===== src/lmsc_cfg.svh =====
// constants for the led matrix scan and current configuration block
`ifndef LMSC_CFG_SVH
`define LMSC_CFG_SVH
// ---------------------------------------------------------------
// register byte offsets
// ---------------------------------------------------------------
`define LMSC_OFS_SCAN 12'h000
`define LMSC_OFS_GAIN 12'h004
`define LMSC_OFS_SCALE 12'h008
`define LMSC_OFS_STATUS 12'h00C
`define LMSC_OFS_SERIAL 12'h010
// ---------------------------------------------------------------
// field positions
// ---------------------------------------------------------------
`define LMSC_SCAN_SIZE_LSB 0
`define LMSC_SCAN_ORDER_REVERSE_BIT 4
`define LMSC_SCAN_POS_LSB 8
`define LMSC_SCAN_LINES_LSB 16
`define LMSC_SCALE_R_LSB 0
`define LMSC_SCALE_G_LSB 8
`define LMSC_SCALE_B_LSB 16
// ---------------------------------------------------------------
// reset values
// ---------------------------------------------------------------
`define LMSC_GAIN_RST 3'h3
`define LMSC_SCALE_RST 8'h7F
`define LMSC_SIZE_RST 3'h0
`define LMSC_LINES_RST 5'h10
// ---------------------------------------------------------------
// timing
// ---------------------------------------------------------------
`define LMSC_REF_MHZ 100
`define LMSC_LINE_NS 1000
`define LMSC_LINE_CYC ((`LMSC_LINE_NS * `LMSC_REF_MHZ) / 1000)
`define LMSC_SHIFT_MAX_MHZ 50
`endif


===== src/lmsc_pkg.sv =====
// types for the led matrix scan and current configuration block
package lmsc_pkg;
	// matrix layout and scan order codes
	typedef enum logic [2:0] {
		LMSC_SZ_INDEP = 3'h0,
		LMSC_SZ_32 = 3'h1,
		LMSC_SZ_48_123 = 3'h2,
		LMSC_SZ_48_132 = 3'h3,
		LMSC_SZ_4864_123 = 3'h4,
		LMSC_SZ_4864_132 = 3'h5,
		LMSC_SZ_64_1234 = 3'h6,
		LMSC_SZ_64_ALT = 3'h7
	} lmsc_size_t;
	// scan sequencer states, gray along the usual path
	typedef enum logic [1:0] {
		LMSC_ST_IDLE = 2'b00,
		LMSC_ST_ON = 2'b01,
		LMSC_ST_WAIT = 2'b11
	} lmsc_state_t;
endpackage : lmsc_pkg


===== src/lmsc_serial_rx.sv =====
// serial link receiver: samples shift clock, shifts data, echoes out
`timescale 1ns/10ps
module lmsc_serial_rx (
	input wire logic i_clk,
	input wire logic i_rst_n,
	input wire logic i_sclk,
	input wire logic i_sdata,
	output logic o_sdata,
	output logic [31:0] o_word,
	output logic [5:0] o_bits
);
	// two-flop synchronisers for clock and data
	logic [1:0] sclk_sync_reg;
	logic [1:0] sdat_sync_reg;
	logic sclk_last_reg;
	logic rise;
	always_ff @(posedge i_clk) begin
		if (!i_rst_n) begin
			sclk_sync_reg <= 2'h0;
			sdat_sync_reg <= 2'h0;
		end else begin
			sclk_sync_reg <= {sclk_sync_reg[0], i_sclk};
			sdat_sync_reg <= {sdat_sync_reg[0], i_sdata};
		end
	end
	// edge detector reads only the second stage
	always_ff @(posedge i_clk) begin
		if (!i_rst_n) begin
			sclk_last_reg <= 1'b0;
		end else begin
			sclk_last_reg <= sclk_sync_reg[1];
		end
	end
	assign rise = sclk_sync_reg[1] & ~sclk_last_reg;
	// data moves on rising edge of the shift clock
	always_ff @(posedge i_clk) begin
		if (!i_rst_n) begin
			o_word <= 32'h0000_0000;
			o_sdata <= 1'b0;
			o_bits <= 6'h00;
		end else if (rise) begin
			o_word <= {o_word[30:0], sdat_sync_reg[1]};
			o_sdata <= o_word[31];
			o_bits <= (o_bits == 6'h20) ? 6'h01 : o_bits + 6'h01;
		end
	end
endmodule : lmsc_serial_rx


===== src/lmsc_axil.sv =====
// axi4-lite slave register file for the configuration block
`timescale 1ns/10ps
`include "lmsc_cfg.svh"
module lmsc_axil (
	input wire logic i_clk,
	input wire logic i_rst_n,
	input wire logic [11:0] i_awaddr,
	input wire logic i_awvalid,
	output logic o_awready,
	input wire logic [31:0] i_wdata,
	input wire logic [3:0] i_wstrb,
	input wire logic i_wvalid,
	output logic o_wready,
	output logic [1:0] o_bresp,
	output logic o_bvalid,
	input wire logic i_bready,
	input wire logic [11:0] i_araddr,
	input wire logic i_arvalid,
	output logic o_arready,
	output logic [31:0] o_rdata,
	output logic [1:0] o_rresp,
	output logic o_rvalid,
	input wire logic i_rready,
	input wire logic [31:0] i_status,
	input wire logic [31:0] i_serial,
	output logic [31:0] o_scan,
	output logic [2:0] o_gain,
	output logic [23:0] o_scale
);
	// ---------------------------------------------------------------
	// write path
	// ---------------------------------------------------------------
	logic aw_held_reg;
	logic w_held_reg;
	logic [11:0] aw_addr_reg;
	logic [31:0] w_data_reg;
	logic [3:0] w_strb_reg;
	logic do_write;
	// apply strobes lane by lane
	function automatic logic [31:0] merge(input logic [31:0] old,
		input logic [31:0] nw, input logic [3:0] st);
		logic [31:0] r;
		r = old;
		for (int i = 0; i < 4; i++) begin
			if (st[i]) begin
				r[i*8 +: 8] = nw[i*8 +: 8];
			end
		end
		return r;
	endfunction : merge
	assign o_awready = !aw_held_reg && !o_bvalid;
	assign o_wready = !w_held_reg && !o_bvalid;
	assign do_write = aw_held_reg && w_held_reg && !o_bvalid;
	// address and data may arrive in either order
	always_ff @(posedge i_clk) begin
		if (!i_rst_n) begin
			aw_held_reg <= 1'b0;
			w_held_reg <= 1'b0;
			aw_addr_reg <= 12'h000;
			w_data_reg <= 32'h0000_0000;
			w_strb_reg <= 4'h0;
		end else begin
			if (i_awvalid && o_awready) begin
				aw_held_reg <= 1'b1;
				aw_addr_reg <= i_awaddr;
			end else if (do_write) begin
				aw_held_reg <= 1'b0;
			end
			if (i_wvalid && o_wready) begin
				w_held_reg <= 1'b1;
				w_data_reg <= i_wdata;
				w_strb_reg <= i_wstrb;
			end else if (do_write) begin
				w_held_reg <= 1'b0;
			end
		end
	end
	// register storage and write response
	always_ff @(posedge i_clk) begin
		if (!i_rst_n) begin
			o_scan <= {11'h000, `LMSC_LINES_RST, 16'h0000};
			o_gain <= `LMSC_GAIN_RST;
			o_scale <= {3{`LMSC_SCALE_RST}};
			o_bvalid <= 1'b0;
			o_bresp <= 2'h0;
		end else begin
			if (do_write) begin
				o_bvalid <= 1'b1;
				o_bresp <= 2'h0;
				case (aw_addr_reg[11:2])
				`LMSC_OFS_SCAN >> 2: begin
					o_scan <= merge(o_scan, w_data_reg, w_strb_reg);
				end
				`LMSC_OFS_GAIN >> 2: begin
					if (w_strb_reg[0]) begin
						o_gain <= w_data_reg[2:0];
					end
				end
				`LMSC_OFS_SCALE >> 2: begin
					// top lane has no storage, cut on purpose
					o_scale <= 24'(merge({8'h00, o_scale}, w_data_reg,
						w_strb_reg));
				end
				`LMSC_OFS_STATUS >> 2, `LMSC_OFS_SERIAL >> 2: begin
					o_bresp <= 2'h0;
				end
				default: begin
					o_bresp <= 2'h2; // unmapped: slave error
				end
				endcase
			end else if (i_bready) begin
				o_bvalid <= 1'b0;
			end
		end
	end
	// ---------------------------------------------------------------
	// read path
	// ---------------------------------------------------------------
	assign o_arready = !o_rvalid;
	always_ff @(posedge i_clk) begin
		if (!i_rst_n) begin
			o_rvalid <= 1'b0;
			o_rdata <= 32'h0000_0000;
			o_rresp <= 2'h0;
		end else if (i_arvalid && o_arready) begin
			o_rvalid <= 1'b1;
			o_rresp <= 2'h0;
			case (i_araddr[11:2])
			`LMSC_OFS_SCAN >> 2: o_rdata <= o_scan;
			`LMSC_OFS_GAIN >> 2: o_rdata <= {29'h0, o_gain};
			`LMSC_OFS_SCALE >> 2: o_rdata <= {8'h00, o_scale};
			`LMSC_OFS_STATUS >> 2: o_rdata <= i_status;
			`LMSC_OFS_SERIAL >> 2: o_rdata <= i_serial;
			default: begin
				o_rdata <= 32'h0000_0000;
				o_rresp <= 2'h2;
			end
			endcase
		end else if (i_rready) begin
			o_rvalid <= 1'b0;
		end
	end
endmodule : lmsc_axil


===== src/lmsc_top.sv =====
// led matrix scan organisation and current setting, top level
// Contract
// - independent or stacked, up to four drivers
// - size code picks layout and scan order
// - independent: own section, own switches
// - stacked pair: lines 1-16, then 17-32
// - rotated driver reverses its switch order
// - 3-bit gain code, default 011b
// - per-colour 8-bit scale, (1+code)/256
// - colour scales reset to 0111 1111b
// - shift clock at most 50 MHz, rising edge
//
// Added by the designer: the register offsets and the AXI4-Lite interface to the registers.
`timescale 1ns/10ps
`include "lmsc_cfg.svh"
module lmsc_top #(
	parameter int unsigned LINE_CYCLES = `LMSC_LINE_CYC
) (
	input wire logic I_REF_CLK,
	input wire logic I_RESETN,
	input wire logic [11:0] I_AWADDR,
	input wire logic I_AWVALID,
	output logic O_AWREADY,
	input wire logic [31:0] I_WDATA,
	input wire logic [3:0] I_WSTRB,
	input wire logic I_WVALID,
	output logic O_WREADY,
	output logic [1:0] O_BRESP,
	output logic O_BVALID,
	input wire logic I_BREADY,
	input wire logic [11:0] I_ARADDR,
	input wire logic I_ARVALID,
	output logic O_ARREADY,
	output logic [31:0] O_RDATA,
	output logic [1:0] O_RRESP,
	output logic O_RVALID,
	input wire logic I_RREADY,
	input wire logic I_SHIFT_CLK,
	input wire logic I_SERIAL_IN,
	output logic O_SERIAL_OUT,
	output logic [15:0] O_LINE_SWITCH,
	output logic O_SCAN_ACTIVE,
	output logic [1:0] O_ACTIVE_DRIVER,
	output logic [2:0] O_GLOBAL_GAIN_CODE,
	output logic [7:0] O_RED_GROUP_SCALE,
	output logic [7:0] O_GREEN_GROUP_SCALE,
	output logic [7:0] O_BLUE_GROUP_SCALE,
	output lmsc_pkg::lmsc_size_t O_MATRIX_SIZE_SELECT
);
	import lmsc_pkg::*;
	// elaboration check on the line dwell
	if (LINE_CYCLES < 1) begin : g_bad_line
		$error("line dwell must be at least one cycle");
	end
	// ---------------------------------------------------------------
	// register file and serial link
	// ---------------------------------------------------------------
	logic [31:0] scan_cfg; // size, reversal, position, line count
	logic [2:0] gain_cfg; // global gain code
	logic [23:0] scale_cfg; // three colour scales
	logic [31:0] status; // read-back of live state
	logic [31:0] serial_word; // last shifted word
	logic [5:0] serial_bits; // bits seen in the current word
	lmsc_axil u_regs (
		.i_clk(I_REF_CLK),
		.i_rst_n(I_RESETN),
		.i_awaddr(I_AWADDR),
		.i_awvalid(I_AWVALID),
		.o_awready(O_AWREADY),
		.i_wdata(I_WDATA),
		.i_wstrb(I_WSTRB),
		.i_wvalid(I_WVALID),
		.o_wready(O_WREADY),
		.o_bresp(O_BRESP),
		.o_bvalid(O_BVALID),
		.i_bready(I_BREADY),
		.i_araddr(I_ARADDR),
		.i_arvalid(I_ARVALID),
		.o_arready(O_ARREADY),
		.o_rdata(O_RDATA),
		.o_rresp(O_RRESP),
		.o_rvalid(O_RVALID),
		.i_rready(I_RREADY),
		.i_status(status),
		.i_serial(serial_word),
		.o_scan(scan_cfg),
		.o_gain(gain_cfg),
		.o_scale(scale_cfg)
	);
	// shift clock is sampled; at 100 MHz reference, 50 MHz is only
	// reliable when duty is held, so a faster link is the host's fault
	lmsc_serial_rx u_link (
		.i_clk(I_REF_CLK),
		.i_rst_n(I_RESETN),
		.i_sclk(I_SHIFT_CLK),
		.i_sdata(I_SERIAL_IN),
		.o_sdata(O_SERIAL_OUT),
		.o_word(serial_word),
		.o_bits(serial_bits)
	);
	// ---------------------------------------------------------------
	// current setting outputs
	// ---------------------------------------------------------------
	// gain code drives all 48 channels together; reset value 011b
	always_ff @(posedge I_REF_CLK) begin
		if (!I_RESETN) begin
			O_GLOBAL_GAIN_CODE <= `LMSC_GAIN_RST;
		end else begin
			O_GLOBAL_GAIN_CODE <= gain_cfg;
		end
	end
	// colour scales; the analog side applies (1+code)/256
	always_ff @(posedge I_REF_CLK) begin
		if (!I_RESETN) begin
			O_RED_GROUP_SCALE <= `LMSC_SCALE_RST;
			O_GREEN_GROUP_SCALE <= `LMSC_SCALE_RST;
			O_BLUE_GROUP_SCALE <= `LMSC_SCALE_RST;
		end else begin
			O_RED_GROUP_SCALE <= scale_cfg[`LMSC_SCALE_R_LSB +: 8];
			O_GREEN_GROUP_SCALE <= scale_cfg[`LMSC_SCALE_G_LSB +: 8];
			O_BLUE_GROUP_SCALE <= scale_cfg[`LMSC_SCALE_B_LSB +: 8];
		end
	end
	// ---------------------------------------------------------------
	// scan configuration, latched at frame boundary
	// ---------------------------------------------------------------
	lmsc_size_t size_reg; // active layout code
	logic rev_reg; // active switch reversal
	logic [1:0] pos_reg; // this driver's chain position
	logic [4:0] lines_reg; // used lines on this driver, 1..16
	logic frame_end; // last line of last driver finishes
	// new settings only take hold between frames
	always_ff @(posedge I_REF_CLK) begin
		if (!I_RESETN) begin
			size_reg <= LMSC_SZ_INDEP;
			rev_reg <= 1'b0;
			pos_reg <= 2'h0;
			lines_reg <= `LMSC_LINES_RST;
		end else if (frame_end || !O_SCAN_ACTIVE) begin
			size_reg <= lmsc_size_t'(scan_cfg[`LMSC_SCAN_SIZE_LSB +: 3]);
			rev_reg <= scan_cfg[`LMSC_SCAN_ORDER_REVERSE_BIT];
			pos_reg <= scan_cfg[`LMSC_SCAN_POS_LSB +: 2];
			lines_reg <= (scan_cfg[`LMSC_SCAN_LINES_LSB +: 5] == 5'h00 ||
				scan_cfg[`LMSC_SCAN_LINES_LSB +: 5] > 5'h10) ?
				5'h10 : scan_cfg[`LMSC_SCAN_LINES_LSB +: 5];
		end
	end
	assign O_MATRIX_SIZE_SELECT = size_reg;
	// index of the last slot in the scan sequence, one less than the drivers taking part
	function automatic logic [1:0] last_idx(input lmsc_size_t s);
		case (s)
		LMSC_SZ_INDEP: last_idx = 2'h0; // each scans alone
		LMSC_SZ_32: last_idx = 2'h1;
		LMSC_SZ_48_123, LMSC_SZ_48_132,
		LMSC_SZ_4864_123, LMSC_SZ_4864_132: last_idx = 2'h2;
		LMSC_SZ_64_1234, LMSC_SZ_64_ALT: last_idx = 2'h3;
		default: last_idx = 2'h0;
		endcase
	endfunction : last_idx
	// chain driver that owns the n-th slot of the scan order
	function automatic logic [1:0] slot_drv(input lmsc_size_t s,
		input logic [1:0] n);
		case (s)
		LMSC_SZ_48_132, LMSC_SZ_4864_132: begin
			slot_drv = (n == 2'h1) ? 2'h2 : (n == 2'h2) ? 2'h1 : n;
		end
		LMSC_SZ_64_ALT: begin
			slot_drv = (n == 2'h0) ? 2'h0 : 2'h3 - (n - 2'h1);
		end
		default: slot_drv = n;
		endcase
	endfunction : slot_drv
	// ---------------------------------------------------------------
	// scan sequencer
	// ---------------------------------------------------------------
	lmsc_state_t state_reg;
	logic [1:0] slot_reg; // position in scan order
	logic [3:0] line_reg; // logical line on owning driver
	logic [31:0] dwell_reg; // cycles left on current line
	logic line_done;
	logic mine; // this driver owns the current slot
	assign line_done = (state_reg == LMSC_ST_ON) && (dwell_reg == 32'h0);
	assign frame_end = line_done && (line_reg == lines_reg[3:0] - 4'h1) &&
		(slot_reg == last_idx(size_reg));
	// in independent mode this driver always scans its own section
	assign mine = (size_reg == LMSC_SZ_INDEP) ||
		(slot_drv(size_reg, slot_reg) == pos_reg);
	// state, slot and line stepping
	always_ff @(posedge I_REF_CLK) begin
		if (!I_RESETN) begin
			state_reg <= LMSC_ST_IDLE;
			slot_reg <= 2'h0;
			line_reg <= 4'h0;
			dwell_reg <= 32'h0;
		end else begin
			case (state_reg)
			LMSC_ST_IDLE: begin
				state_reg <= LMSC_ST_ON;
				dwell_reg <= LINE_CYCLES - 1;
			end
			LMSC_ST_ON: begin
				if (dwell_reg != 32'h0) begin
					dwell_reg <= dwell_reg - 32'h1;
				end else begin
					dwell_reg <= LINE_CYCLES - 1;
					// unused lines sit after the used ones
					if (line_reg == lines_reg[3:0] - 4'h1) begin
						line_reg <= 4'h0;
						slot_reg <= frame_end ? 2'h0 : slot_reg + 2'h1;
					end else begin
						line_reg <= line_reg + 4'h1;
					end
				end
			end
			default: state_reg <= LMSC_ST_IDLE;
			endcase
		end
	end
	// one-hot switch; reversal maps logical n to switch 15-n, so
	// spares land on 14/15 or on 1/0 as the rotation dictates
	always_ff @(posedge I_REF_CLK) begin
		if (!I_RESETN) begin
			O_LINE_SWITCH <= 16'h0000;
		end else if (state_reg == LMSC_ST_ON && mine) begin
			O_LINE_SWITCH <= rev_reg ?
				(16'h8000 >> line_reg) : (16'h0001 << line_reg);
		end else begin
			O_LINE_SWITCH <= 16'h0000;
		end
	end
	// live state for read-back
	always_ff @(posedge I_REF_CLK) begin
		if (!I_RESETN) begin
			O_SCAN_ACTIVE <= 1'b0;
			O_ACTIVE_DRIVER <= 2'h0;
		end else begin
			O_SCAN_ACTIVE <= (state_reg == LMSC_ST_ON);
			O_ACTIVE_DRIVER <= slot_drv(size_reg, slot_reg);
		end
	end
	// fields fill 24 bits, topped up to 32 with eight zero bits
	assign status = {8'h00, serial_bits, O_ACTIVE_DRIVER, slot_reg,
		line_reg, rev_reg, size_reg, O_LINE_SWITCH[15:12], mine,
		O_SCAN_ACTIVE};
endmodule : lmsc_top


===== config.mk =====
export PLATFORM = sky130hd
export DESIGN_NAME = lmsc_top
export DESIGN_NICKNAME = d
export VERILOG_FILES = /design/src/lmsc_pkg.sv /design/src/lmsc_serial_rx.sv /design/src/lmsc_axil.sv /design/src/lmsc_top.sv
export VERILOG_INCLUDE_DIRS = /design/src
export SDC_FILE = /design/constraint.sdc
export NUM_CORES = 1
export LEC_CHECK = 0
export BUFFER_PORTS_ARGS = -buffer_cell sky130_fd_sc_hd__buf_2
export CAP_MARGIN = 20
export CORE_ASPECT_RATIO = 2
export CORE_MARGIN = 2
export CORE_UTILIZATION = 45
export DETAILED_ROUTE_END_ITERATION = 6
export PLACE_DENSITY = 0.64
export SETUP_SLACK_MARGIN = 0.15
export SLEW_MARGIN = 0
export SYNTH_ARGS = -nofsm -noshare
export SYNTH_HDL_FRONTEND = slang
export SYNTH_SLANG_ARGS = --single-unit

===== constraint.sdc =====
create_clock -name I_REF_CLK -period 2.6 [get_ports I_REF_CLK]
set_input_delay 0.13 -clock I_REF_CLK [delete_from_list [all_inputs] [get_ports I_REF_CLK]]
set_output_delay 0.13 -clock I_REF_CLK [all_outputs]
set_load 0.1 [all_outputs]

==> results.py <==
metrics = {
    "logic_synthesis": {
        "synth_area_leaders": "dfxtp_1, nand2_1, a21oi_1",
        "synth_area_sq_um": 11300,
        "synth_fa_ha_area_frac": 0.0166,
        "synth_flop_cell": "dfxtp_1",
        "synth_top_family_by_area": "simple AND/OR/NAND/NOR gates",
        "ys_top_cells_by_count": "dfxtp_1, nand2_1, a21oi_1, nand3_1, nor2_1",
        "synth_compound_area_frac": 0.133,
        "synth_xor_area_frac": 0.0316,
        "synth_cell_type_count": 61,
        "synthArstFlopShare": 0,
        "syn_inst": 1331,
        "yosysSeqAreaShare": 0.504,
        "yosys.area.top_type": "dfxtp_1",
        "synth_warnings": 0,
        "synth_edf_count": 0,
        "synth_seq_cells": 284,
        "muxShareOfSynthArea": 0.0283,
        "synth_top_area_frac": 0.504,
        "synth.most_common_cell": "dfxtp_1",
        "yosys.area_share.simple": 0.249,
        "synth_area_per_cell_sq_um": 8.47,
    },
    "layout": {
        "layout.cells.non_filler": 1857,
        "final_net_count": 1587,
        "area_growth_syn_to_layout_pct": 22.0,
        "antenna_cells": 0,
        "drive_gt1_frac": 0.178,
        "design_area_sq_um": 13800,
    },
    "sta": {
        "min_period_ps": 2310,
        "setup_viol": 0,
        "maxSlewViolCount": 0,
        "worst_pin_slew_ps": 723,
        "fin_setup_tns_ps": 0,
        "fin_crit_sh": 0.887,
        "hold_viol_final": 0,
        "finalClockSkew_ps": 13.8,
        "whs_ps": 68.7,
        "fmax_mhz": 434,
        "relSlewSlack": 0.518,
        "rsz0062_at_grt": "false",
    },
    "clock_tree": {
        "postCtsSetupBuffers": 0,
        "clock_latency_ps": 530,
        "clkSlewWorstSetupHoldPaths_ps": 70,
        "cts_tree": "built",
        "cts-htree-levels": 1,
        "clock_path_buffers": 3,
        "clock-sinks": 284,
        "cts-root-buf": "clkbuf_16",
        "cts_buffers": 24,
    },
    "worst_setup_path": {
        "arrival_ps": 2750,
        "worstPathMaxFanout": 24,
        "worst_path_largest_cell_delay_ps": 440,
        "rr_startpoint": "lines_reg[0]$_SDFFE_PN0N_",
        "reg2regPathDepth": 10,
        "timing.critical_path.buf_inv": 3,
        "startpoint_type": "flip-flop",
        "r2r_slack_ps": 290,
        "worst_setup_path_end_kind": "flip-flop",
        "cpMaxStageDelayCell": "dfxtp_1",
        "path_cells": "inv_1 > ha_1 > xor3_1 > nor4_2 > buf_4 > nand4_1 > o21ai_4 > buf_12 > nor3_1 > a211oi_2",
        "path_depth": 10,
        "crit_family": "simple AND/OR/NAND/NOR gates",
        "cp.required_ps": 3050,
        "crit_start": "lines_reg[0]$_SDFFE_PN0N_",
        "worstSetupPathType": "reg2reg",
    },
    "placed_design": {
        "place_congestion": 0.833,
        "hpwlAfterDp_um": 20400,
        "placed_cell_area_sq_um": 12400,
        "placed_cells": 1762,
        "port_buffers": 153,
    },
    "detailed_routing": {
        "drc": 0,
        "wl_um": 29100,
        "via_count": 9755,
        "first_pass_iters": 5,
        "wire_per_inst_um": 15.7,
        "ant_nets": 0,
        "vias_per_cell": 5.25,
        "drt_iter0_markers": 690,
    },
    "pwr": {
        "internal_power_mw": 7.06,
        "powerDensity_nw_per_um2": 681,
        "peakVddDrop_mv": 0.473,
        "p_sw_frac": 0.247,
        "p_leak_nw": 5.31,
        "power_switching_mw": 2.32,
        "combPwrFrac": 0.102,
        "seq_power_share": 0.486,
        "fin_total_pwr_mw": 9.38,
        "pwr-share-clk": 0.412,
    },
    "die": {
        "row_count": 82,
        "ios": 160,
        "die_w_um": 116,
        "initial_core_util": 0.454,
        "core_area_sq_um": 24800,
        "die_area_sq_um": 26400,
        "die_h_um": 228,
    },
    "global_routing": {
        "grt_pass1_wl_um": 47200,
        "antenna_found_initial": 0,
        "grt_max_degree": 91,
        "grt_overflow": 0,
        "grt_pass1_vias": 9279,
        "grt_usage": 0.220,
    },
    "worst_hold_path": {
        "min_path_type": "in2reg",
    },
    "job": {
        "drv_cap": 0,
    },
    "outcome": {
        "outcome": "finished clean",
    },
}
[worst register-to-register path: stages, from the launching register on]
cell,delay (ps)
dfxtp_1,440
inv_1,110
ha_1,220
xor3_1,260
nor4_2,280
buf_4,150
nand4_1,140
o21ai_4,210
buf_12,180
nor3_1,70
a211oi_2,190
[what timing repair did]
| action | in CTS | in global routing |
|---|---|---|
| hold endpoints to repair | 50 | 0 |
| gates resized for setup | 0 | 2 |
| hold buffers | 51 | 0 |
| setup endpoints to repair | 0 | 2 |
[cells by family after synthesis]
logic type	Yosys count
flip-flops	284
adder cells (fa/ha/maj)	15
multiplexers	29
AO/OA/AOI/OAI	259
AND/OR/NAND/NOR	599
buffers and inverters	105
XOR/XNOR	39
other	1
[worst min-delay path by stage]
stage                      startpoint                            endpoint  slack, ps  cells past startpoint
after global routing         I_RESETN      u_link.o_word[30]$_SDFFE_PN0P_         90                      3
final                     I_ARADDR[3]      u_regs.o_rdata[2]$_SDFFE_PN0P_         70                      4
after global placement    I_SHIFT_CLK  u_link.sclk_sync_reg[0]$_SDFF_PN0_        350                      2
after CTS                 I_ARADDR[3]      u_regs.o_rdata[2]$_SDFFE_PN0P_         40                      4
after detailed placement  I_SHIFT_CLK  u_link.sclk_sync_reg[0]$_SDFF_PN0_        350                      2
after floorplan              I_RESETN           state_reg[0]$_SDFFE_PN0N_        220                      1
[power by group through the flow]
stage / clock, mW / sequential [mW] / combinational (mW)
finish: 3.86 / 4.56 / 0.959
global route: 4.10 / 4.57 / 1.05
CTS: 3.93 / 4.56 / 0.950
detailed placement: 0 / 4.66 / 0.888
global placement: 0 / 4.65 / 0.869
floorplan: 0 / 4.75 / 0.582
[per-layer routing]
layer,wire (um),GRT usage,share of wire,vias to the layer above
li1,-,-,-,4861
met1,13000,0.299,0.45,4527
met2,13700,0.356,0.47,309
met3,1480,0.0260,0.051,58
met4,964,0.0807,0.033,0
met5,0,0,0,-
[per-stage QoR]
stage	util	worst slack [ps]
finish	0.554	294
detailed placement	0.499	306
CTS	0.554	261
floorplan	-	168
global route	0.554	168
global placement	0.499	333
[cell type report]
type / count / area (sq um)
Sequential cell: 284 / 5690
Fill cell: 2308 / 11100
Timing Repair Buffer: 232 / 1510
Multi-Input combinational cell: 943 / 5230
Clock buffer: 34 / 689
Clock inverter: 10 / 158
Tap cell: 336 / 420
Inverter: 18 / 70.1
[cell usage in the layout, fill, tap and decap left out, types with 9 or more instances in the layout]
| cell type | Yosys | final |
|---|---|---|
| xnor2_1 | 24 | 24 |
| nor2_1 | 79 | 77 |
| dfxtp_1 | 284 | 282 |
| ha_1 | 15 | 15 |
| or3_1 | 9 | 9 |
| dlygate4sd3_1 | 0 | 51 |
| xor2_1 | 14 | 14 |
| mux2_2 | 23 | 23 |
| nand2_1 | 283 | 283 |
| buf_4 | 4 | 26 |
| o21ai_0 | 49 | 49 |
| nand3_1 | 98 | 98 |
| buf_2 | 4 | 153 |
| clkbuf_16 | 0 | 25 |
| a22o_1 | 14 | 14 |
| nand2b_1 | 29 | 29 |
| a21oi_1 | 154 | 154 |
| a221oi_1 | 9 | 9 |
| and2_1 | 15 | 15 |
| nor2b_1 | 12 | 11 |
| nor3_1 | 23 | 23 |
| inv_1 | 18 | 17 |
Note: power is estimated with default switching activity, not from simulation.
